==> src/fpu_decode_defines.svh <==
/*
 * Field positions, format codes, function codes and branch codes for the
 * floating-point coprocessor decoder.
 * Assumes 32-bit instruction words with the opcode in bits 31..26.
 */
`ifndef FPU_DECODE_DEFINES_SVH
`define FPU_DECODE_DEFINES_SVH

`define OPC_FP_COPROC   6'h11
`define SUB_BRANCH      5'h08
`define BR_COND_FALSE   5'h00
`define BR_COND_TRUE    5'h01
`define BR_COND_FALSE_L 5'h02
`define BR_COND_TRUE_L  5'h03
`define FMT_SINGLE      5'h10
`define FMT_DOUBLE      5'h11
`define FMT_WORD        5'h14
`define FMT_LONG        5'h15
`define FN_ADD          6'h00
`define FN_NEG          6'h07
`define FN_LONG_LO      6'h08
`define FN_LONG_HI      6'h0b
`define FN_WORD_LO      6'h0c
`define FN_WORD_HI      6'h0f
`define FN_CONV_SINGLE  6'h20
`define FN_CONV_DOUBLE  6'h21
`define FN_CONV_WORD    6'h24
`define FN_CONV_LONG    6'h25
`define FN_CMP_LO       6'h30
`define STATUS_WIDTH_BIT 26

`endif

==> src/fpu_decode_pkg.sv <==
/*
 * Types shared by the floating-point decoder modules.
 * Assumes the defines header is compiled alongside.
 */
package fpu_decode_pkg;

  typedef enum logic [3:0] {
    OP_ADD    = 4'b0000,
    OP_SUB    = 4'b0001,
    OP_MUL    = 4'b0010,
    OP_DIV    = 4'b0011,
    OP_SQRT   = 4'b0100,
    OP_ABS    = 4'b0101,
    OP_MOV    = 4'b0110,
    OP_NEG    = 4'b0111,
    OP_CONV_TO_WORD_FIXED  = 4'b1000,
    OP_CONV_TO_SINGLE_FLOAT  = 4'b1001,
    OP_CMP    = 4'b1010,
    OP_NONE   = 4'b1111
  } fp_op_e;

  typedef enum logic [1:0] {
    RND_NEAREST = 2'b00,
    RND_ZERO    = 2'b01,
    RND_PLUS    = 2'b10,
    RND_MINUS   = 2'b11
  } round_mode_e;

endpackage

==> src/fpu_branch_if.sv <==
/*
 * Carries a branch request from the decoder to the branch unit.
 * Assumes a single clock domain.
 */
interface fpu_branch_if;
  logic        valid;
  logic        want_true;
  logic        likely;
  logic [15:0] offset;
  logic [31:0] slot_pc;
  logic        taken;
  logic        nullify;
  logic [31:0] target;

  modport dec (output valid, output want_true, output likely, output offset, output slot_pc,
               input taken, input nullify, input target);
  modport unit (input valid, input want_true, input likely, input offset, input slot_pc,
                output taken, output nullify, output target);
endinterface

==> src/fpu_branch_unit.sv <==
/*
 * Floating-point branch resolution: target, taken decision, nullify.
 * Assumes the compare flag is driven from the datapath each cycle.
 */
module fpu_branch_unit (
  input  wire logic  core_clk,
  input  wire logic  reset,
  input  wire logic  compare_result_flag,
  fpu_branch_if.unit br
);
  import fpu_decode_pkg::*;

  logic        cond_r;
  logic        cond_nxt;
  logic [31:0] ofs_ext;

  //////////////////////////////////////////////////////////////////////////////
  // Flag sampled one stage ahead of target formation
  assign cond_nxt = compare_result_flag;

  always_ff @(posedge core_clk) begin
    if (reset) begin
      cond_r <= 1'b0;
    end else begin
      cond_r <= cond_nxt;
    end
  end

  //////////////////////////////////////////////////////////////////////////////
  // Target and decision
  assign ofs_ext    = {{14{br.offset[15]}}, br.offset, 2'b00};
  assign br.target  = br.slot_pc + ofs_ext;
  assign br.taken   = br.valid && (cond_r == br.want_true);
  assign br.nullify = br.valid && br.likely && !br.taken;

endmodule

==> src/fpu_instruction_decode.sv <==
/*
 * Decoder for floating-point coprocessor instructions.
 * Assumes instructions arrive with a valid strobe synchronous to core_clk,
 * and the status word and compare flag come from the core.
 */
// How it works
// - Format field: 16 single, 17 double, 20 word, 21 long; others reserved.
// - Double format and long codes 8-11, 33, 37 trap as unimplemented.
// - Function codes 0-7 map to add through negate in order.
// - Codes 12-15 convert to word, rounding fixed per code.
// - Code 32 converts to single float.
// - Code 36 converts to 32-bit fixed word.
// - Code 37, convert to long, traps.
// - Codes 48-63 are compares, low bits choose condition.
// - Width bit zero: only even registers valid.
// - Width bit one: odd and even registers valid.
// - Width bit zero with odd specifier gives undefined result.
// - Width bit zero: double access to odd register undefined.
// - Absolute value is arithmetic; NaN source signals invalid.
// - Add rounds with current mode and writes destination.
// - Add may flag invalid, inexact, overflow, underflow, unimplemented.
// - Branch target is slot address plus offset shifted two, sign-extended.
// - Branch-false taken only when last compare false.
// - Branch-true taken only when last compare true.
// - Likely branches nullify the delay slot when not taken.
// - Branch recognised by opcode 010001, sub-opcode 01000, condition field.
// - Coprocessor disabled raises unusable; otherwise floating exceptions possible.
`include "fpu_decode_defines.svh"

module fpu_instruction_decode (
  input  wire logic                        core_clk,
  input  wire logic                        reset,
  input  wire logic                        instr_valid,
  input  wire logic [31:0]                 instr_word,
  input  wire logic [31:0]                 instr_pc,
  input  wire logic [31:0]                 processor_status_reg,
  input  wire logic                        coproc_enable,
  input  wire logic                        compare_result_flag,
  input  wire logic [1:0]                  current_round_mode,
  input  wire logic                        src_is_nan,
  input  wire logic [3:0]                  add_flags,
  output logic                             op_valid,
  output fpu_decode_pkg::fp_op_e           op_code,
  output logic [4:0]                       op_format,
  output logic [4:0]                       src_reg,
  output logic [4:0]                       tgt_reg,
  output logic [4:0]                       dst_reg,
  output fpu_decode_pkg::round_mode_e      op_round,
  output logic [3:0]                       cmp_cond,
  output logic                             reg_write_en,
  output logic                             unimpl_trap,
  output logic                             coproc_unusable,
  output logic                             undefined_operand,
  output logic                             invalid_flag,
  output logic                             inexact_flag,
  output logic                             overflow_flag,
  output logic                             underflow_flag,
  output logic                             branch_valid,
  output logic                             branch_taken,
  output logic                             branch_nullify,
  output logic [31:0]                      branch_target
);
  import fpu_decode_pkg::*;

  //////////////////////////////////////////////////////////////////////////////
  // Field extraction
  wire logic [5:0] opc    = instr_word[31:26];
  wire logic [4:0] fmt    = instr_word[25:21];
  wire logic [4:0] ft     = instr_word[20:16];
  wire logic [4:0] fs     = instr_word[15:11];
  wire logic [4:0] fd     = instr_word[10:6];
  wire logic [5:0] fn     = instr_word[5:0];
  wire logic       is_cop = instr_valid && (opc == `OPC_FP_COPROC);
  wire logic       width_mode_bit = processor_status_reg[`STATUS_WIDTH_BIT];

  //////////////////////////////////////////////////////////////////////////////
  // Branch recognition
  wire logic is_branch  = is_cop && (fmt == `SUB_BRANCH);
  wire logic br_f       = (ft == `BR_COND_FALSE);
  wire logic br_t       = (ft == `BR_COND_TRUE);
  wire logic br_fl      = (ft == `BR_COND_FALSE_L);
  wire logic br_tl      = (ft == `BR_COND_TRUE_L);
  wire logic br_known   = br_f || br_t || br_fl || br_tl;
  wire logic br_go      = is_branch && br_known && coproc_enable;

  //////////////////////////////////////////////////////////////////////////////
  // Format decode
  wire logic fmt_s      = (fmt == `FMT_SINGLE);
  wire logic fmt_d      = (fmt == `FMT_DOUBLE);
  wire logic fmt_w      = (fmt == `FMT_WORD);
  wire logic fmt_l      = (fmt == `FMT_LONG);
  wire logic fmt_legal  = fmt_s || fmt_w;
  wire logic is_arith   = is_cop && (fmt[4] == 1'b1);

  //////////////////////////////////////////////////////////////////////////////
  // Function decode
  wire logic fn_basic   = (fn <= `FN_NEG);
  wire logic fn_long    = (fn >= `FN_LONG_LO) && (fn <= `FN_LONG_HI);
  wire logic fn_word    = (fn >= `FN_WORD_LO) && (fn <= `FN_WORD_HI);
  wire logic fn_conv_to_single_float   = (fn == `FN_CONV_SINGLE);
  wire logic fn_conv_to_double_float   = (fn == `FN_CONV_DOUBLE);
  wire logic fn_conv_to_word_fixed   = (fn == `FN_CONV_WORD);
  wire logic fn_conv_to_long_fixed   = (fn == `FN_CONV_LONG);
  wire logic fn_cmp     = (fn >= `FN_CMP_LO);
  wire logic fn_legal   = fn_basic || fn_word || fn_conv_to_single_float || fn_conv_to_word_fixed || fn_cmp;

  // Unimplemented: double, long, reserved format or function
  wire logic trap_now   = is_arith && coproc_enable &&
                          (fmt_d || fmt_l || !fmt_legal || fn_long || fn_conv_to_double_float || fn_conv_to_long_fixed || !fn_legal);
  wire logic unusable   = (is_arith || is_branch) && !coproc_enable;
  wire logic exec_now   = is_arith && coproc_enable && !trap_now;

  // Odd specifier with narrow register mode
  wire logic odd_spec   = fs[0] || ft[0] || fd[0];
  wire logic undef_now  = exec_now && !width_mode_bit && odd_spec;

  //////////////////////////////////////////////////////////////////////////////
  // Operation selection
  fp_op_e      op_nxt;
  round_mode_e rnd_nxt;
  always_comb begin
    op_nxt  = OP_NONE;
    rnd_nxt = round_mode_e'(current_round_mode);
    if (fn_basic) begin
      op_nxt = fp_op_e'({1'b0, fn[2:0]});
    end else if (fn_word) begin
      op_nxt  = OP_CONV_TO_WORD_FIXED;
      rnd_nxt = round_mode_e'(fn[1:0]);
    end else if (fn_conv_to_word_fixed) begin
      op_nxt = OP_CONV_TO_WORD_FIXED;
    end else if (fn_conv_to_single_float) begin
      op_nxt = OP_CONV_TO_SINGLE_FLOAT;
    end else if (fn_cmp) begin
      op_nxt = OP_CMP;
    end
  end

  wire logic writes_dst = exec_now && (op_nxt != OP_CMP);

  //////////////////////////////////////////////////////////////////////////////
  // Arithmetic condition flags, one cycle behind the issued op
  wire logic prev_abs  = op_valid && (op_code == OP_ABS);
  wire logic prev_add  = op_valid && (op_code == OP_ADD);
  wire logic inv_nxt   = (prev_abs && src_is_nan) || (prev_add && add_flags[0]);
  wire logic inx_nxt   = prev_add && add_flags[1];
  wire logic ovf_nxt   = prev_add && add_flags[2];
  wire logic unf_nxt   = prev_add && add_flags[3];

  //////////////////////////////////////////////////////////////////////////////
  // Branch unit
  fpu_branch_if bri ();
  assign bri.valid     = br_go;
  assign bri.want_true = br_t || br_tl;
  assign bri.likely    = br_fl || br_tl;
  assign bri.offset    = instr_word[15:0];
  assign bri.slot_pc   = instr_pc + 32'h0000_0004;

  fpu_branch_unit u_branch (
    .core_clk            (core_clk),
    .reset               (reset),
    .compare_result_flag (compare_result_flag),
    .br                  (bri)
  );

  //////////////////////////////////////////////////////////////////////////////
  // Registered outputs
  always_ff @(posedge core_clk) begin
    if (reset) begin
      op_valid          <= 1'b0;
      op_code           <= OP_NONE;
      op_format         <= 5'h00;
      src_reg           <= 5'h00;
      tgt_reg           <= 5'h00;
      dst_reg           <= 5'h00;
      op_round          <= RND_NEAREST;
      cmp_cond          <= 4'h0;
      reg_write_en      <= 1'b0;
      unimpl_trap       <= 1'b0;
      coproc_unusable   <= 1'b0;
      undefined_operand <= 1'b0;
      invalid_flag      <= 1'b0;
      inexact_flag      <= 1'b0;
      overflow_flag     <= 1'b0;
      underflow_flag    <= 1'b0;
      branch_valid      <= 1'b0;
      branch_taken      <= 1'b0;
      branch_nullify    <= 1'b0;
      branch_target     <= 32'h0000_0000;
    end else begin
      op_valid          <= exec_now;
      op_code           <= exec_now ? op_nxt : OP_NONE;
      op_format         <= fmt;
      src_reg           <= fs;
      tgt_reg           <= ft;
      dst_reg           <= fd;
      op_round          <= rnd_nxt;
      cmp_cond          <= fn[3:0];
      reg_write_en      <= writes_dst;
      unimpl_trap       <= trap_now;
      coproc_unusable   <= unusable;
      undefined_operand <= undef_now;
      invalid_flag      <= inv_nxt;
      inexact_flag      <= inx_nxt;
      overflow_flag     <= ovf_nxt;
      underflow_flag    <= unf_nxt;
      branch_valid      <= br_go;
      branch_taken      <= bri.taken;
      branch_nullify    <= bri.nullify;
      branch_target     <= bri.target;
    end
  end
endmodule

==> config.mk <==
export PLATFORM = sky130hd
export DESIGN_NAME = fpu_instruction_decode
export DESIGN_NICKNAME = d
export VERILOG_FILES = /design/src/fpu_decode_pkg.sv /design/src/fpu_branch_if.sv /design/src/fpu_branch_unit.sv /design/src/fpu_instruction_decode.sv
export VERILOG_INCLUDE_DIRS = /design/src
export SDC_FILE = /design/constraint.sdc
export NUM_CORES = 1
export LEC_CHECK = 0
export ABC_CLOCK_PERIOD_IN_PS = 3500
export BUFFER_PORTS_ARGS = -buffer_cell sky130_fd_sc_hd__buf_2
export CORE_ASPECT_RATIO = 0.9
export CORE_MARGIN = 2
export CORE_UTILIZATION = 40
export CTS_BUF_LIST = sky130_fd_sc_hd__clkbuf_4
export DETAILED_ROUTE_END_ITERATION = 7
export HOLD_SLACK_MARGIN = 0.08
export PLACE_DENSITY = 0.74
export SYNTH_ARGS = -nofsm -noshare
export SYNTH_HDL_FRONTEND = slang
export SYNTH_SLANG_ARGS = --single-unit
==> constraint.sdc <==
create_clock -name core_clk -period 3.5 [get_ports core_clk]
set_input_delay 0.175 -clock core_clk [delete_from_list [all_inputs] [get_ports core_clk]]
set_output_delay 0.175 -clock core_clk [all_outputs]
set_load 0.01 [all_outputs]
==> results.toml <==
[clocking]
tritoncts = "done"
path_clk_slew_ns = 0.15
clk_latency_ns = 0.44
h-tree-depth = 3
clock-root-buffer = "clkbuf_4"
postCtsResizedCells = 0
cts_sinks = 75
cts_buffer_depth = 2
cts_buffers = 9

[worst_setup_path]
reg2reg_depth = 3
critPathArrivalTime_ns = 3.45
critPathLaunchType = "primary input"
rrSetupSlack_ns = 1.77
worst-path-max-fanout = 4
regToRegStartpoint = "op_code[1]"
slowest_stage = "dlygate4sd3_1"
r2r_end = "invalid_flag"
critPathKind = "in -> reg"
slowest_delay_ns = 0.56
critPathBufInv = 4
cp-end-kind = "register"
crit_family = "compound AO/OA/AOI/OAI gates"
crit_required_ns = 3.84
path_cells = "dlygate4sd3_1 > buf_2 > inv_1 > ha_1 > inv_1 > ha_1 > fa_1 > a21o_1 > a221o_2 > a21oi_4 > o311ai_4 > a41oi_1 > mux2_1"

[logic_synthesis]
synth-edff-count = 0
synthTopCellsByArea = "dfxtp_1, ha_1, nor2b_1"
ys_ff_latch = 75
syn_avg_cell_area_um2 = 9.16
yosysSeqAreaShare = 0.365
synth.cell_area_um2 = 4110
synthDominantCellAreaShare = 0.365
syn_inst = 449
synthArstFlopShare = 0
yosysTopAreaCell = "dfxtp_1"
syn-num-nets = 615
synth_ff_type = "dfxtp_1"
yosysWarnings = 0
ys_types = 57

[timing]
fin_skew_ns = 0.0110
slew-limit-headroom = 0.574
setup_viol = 0
rsz0062_at_grt = "false"
final.period_utilization = 0.888
finalHoldViolations = 0
tns_ns = 0
tightest_slew_ns = 0.640
fin_crit_ns = 3.11
setup_slack_ns = 0.391
max_freq_ghz = 0.322
slew_viol_final = 0

[global_routing]
antenna_found_initial = 0
grt_pass1_vias = 3812
grt.total_usage = 0.205
grt_first_pass_wirelength_mm = 18.5
grt_overflow = 0
grt_max_degree = 40

[place]
place_hpwl_mm = 8.45
place_area_um2 = 4960
port_buffers = 150
gp_routability_congestion = 0.853
pre_cts_slack_ns = 0.504

[final_layout]
final_common_cell = "buf_2"
diodes = 0
largest_reg_flops = 32
regMostFlops = "branch_target"
stdcell_area_um2 = 5500
area_growth_pct = 33.8
drive_gt1_frac = 0.288
final_cell_mix = "buf_2, dfxtp_1, ha_1"
fin_util = 0.544
finalNetCount = 800

[floorplan]
die_w_um = 111
fp.coreArea_um2 = 10100
io_pins = 182
die_h_um = 100
placementRows = 35
die_area_um2 = 11100
start_util = 0.407

[detailed_routing]
dr.pass1.iters = 4
via_count = 3896
route.detailed.drc = 0
vias_per_cell = 5.07
wirelength_mm = 11.4
wire_per_inst_um = 14.8
drt-initial-drc-count = 166
ant_nets = 0

[job]
maxCapViolCount = 0

[pwr]
ir_worst_vdd_uv = 192
power.leakage_nw = 2.69
power.density_nw_per_um2 = 397

[status]
status = "finished, final reports clean"

[hold_path]
min_to = "op_code[2]"
min_path_cells = 3
hp-start = "instr_word[5]"
hold_class = "in -> reg"
==> worst reg2reg max path, cell delays in order, from the launching register on <==
cell and delay, ns:
dfxtp_1 0.34, or4b_2 0.69, a21oi_1 0.13, dlygate4sd3_1 0.55
==> report_power, final <==
part	leakage [nW]	internal, mW	total, mW	switching, mW
combinational	2.00	0.313	0.701	0.388
clock	0.0714	0.165	0.535	0.370
sequential	0.621	0.928	0.946	0.0185
total	2.69	1.41	2.18	0.776
==> cell type report <==
type | count | area, um^2
Clock buffer | 9 | 67.6
Clock inverter | 7 | 65.1
Tap cell | 129 | 161
Sequential cell | 75 | 1500
Multi-Input combinational cell | 343 | 2490
Timing Repair Buffer | 192 | 1170
Fill cell | 913 | 4610
Inverter | 13 | 48.8
==> through the flow <==
stage / instances / total power [mW] / hold slack (ns)
after detailed placement: 711 / 1.62 / 0.347
final: 768 / 2.18 / 0.118
after global placement: 711 / 1.61 / 0.344
after global routing: 768 / 2.32 / 0.103
after floorplan: 449 / 1.40 / 0.251
after CTS: 768 / 2.20 / 0.0908
==> routing by layer <==
layer,GRT usage,up-vias,wire length [um]
met1,0.272,1756,5290
li1,-,1975,-
met2,0.334,139,5170
met4,0.0827,0,315
met3,0.0350,26,631
met5,0,-,0
==> logic make-up after synthesis <==
| logic type | after synthesis | share of synthesized area |
|---|---|---|
| simple gates | 163 | 0.203 |
| compound gates | 93 | 0.156 |
| flops | 75 | 0.365 |
| fa+ha+maj | 58 | 0.178 |
| buf+inv | 31 | 0.0298 |
| xor+xnor | 18 | 0.0383 |
| mux | 11 | 0.0295 |
==> synthesized netlist by cell type, types with 3 or more instances <==
cell type,n
a21o_1,5
o21ai_0,18
xor2_1,6
nor3_1,15
clkbuf_1,11
o211ai_1,3
o21bai_1,4
a31oi_1,3
nor2_1,43
and3_1,5
xnor2_1,12
nand4_1,8
ha_1,57
a211oi_1,4
o21a_1,4
mux2_2,7
and2_1,5
a21oi_1,29
nor2b_1,36
inv_1,13
dfxtp_1,75
a41oi_1,3
nand2_1,28
buf_2,4
nand3_1,11
==> worst max path at each step <==
stage | depth (start not counted) | slack [ns] | to | start
2_1_floorplan | 9 | 0.87 | branch_target[25] | instr_word[1]
6_report | 13 | 0.39 | branch_target[25] | instr_word[0]
4_1_cts | 11 | 0.43 | branch_target[25] | instr_word[1]
3_5_place_dp | 10 | 0.50 | branch_target[25] | instr_word[1]
5_1_grt | 13 | 0.30 | branch_target[25] | instr_word[0]
3_3_place_gp | 10 | 0.53 | branch_target[25] | instr_word[1]
==> timing repair <==
action / 4_1_cts / 5_1_grt
hold buffers: 41 / 0
setup buffers: 0 / 0
hold endpoints to repair: 43 / 0
Power figures use the tool's default switching activity.
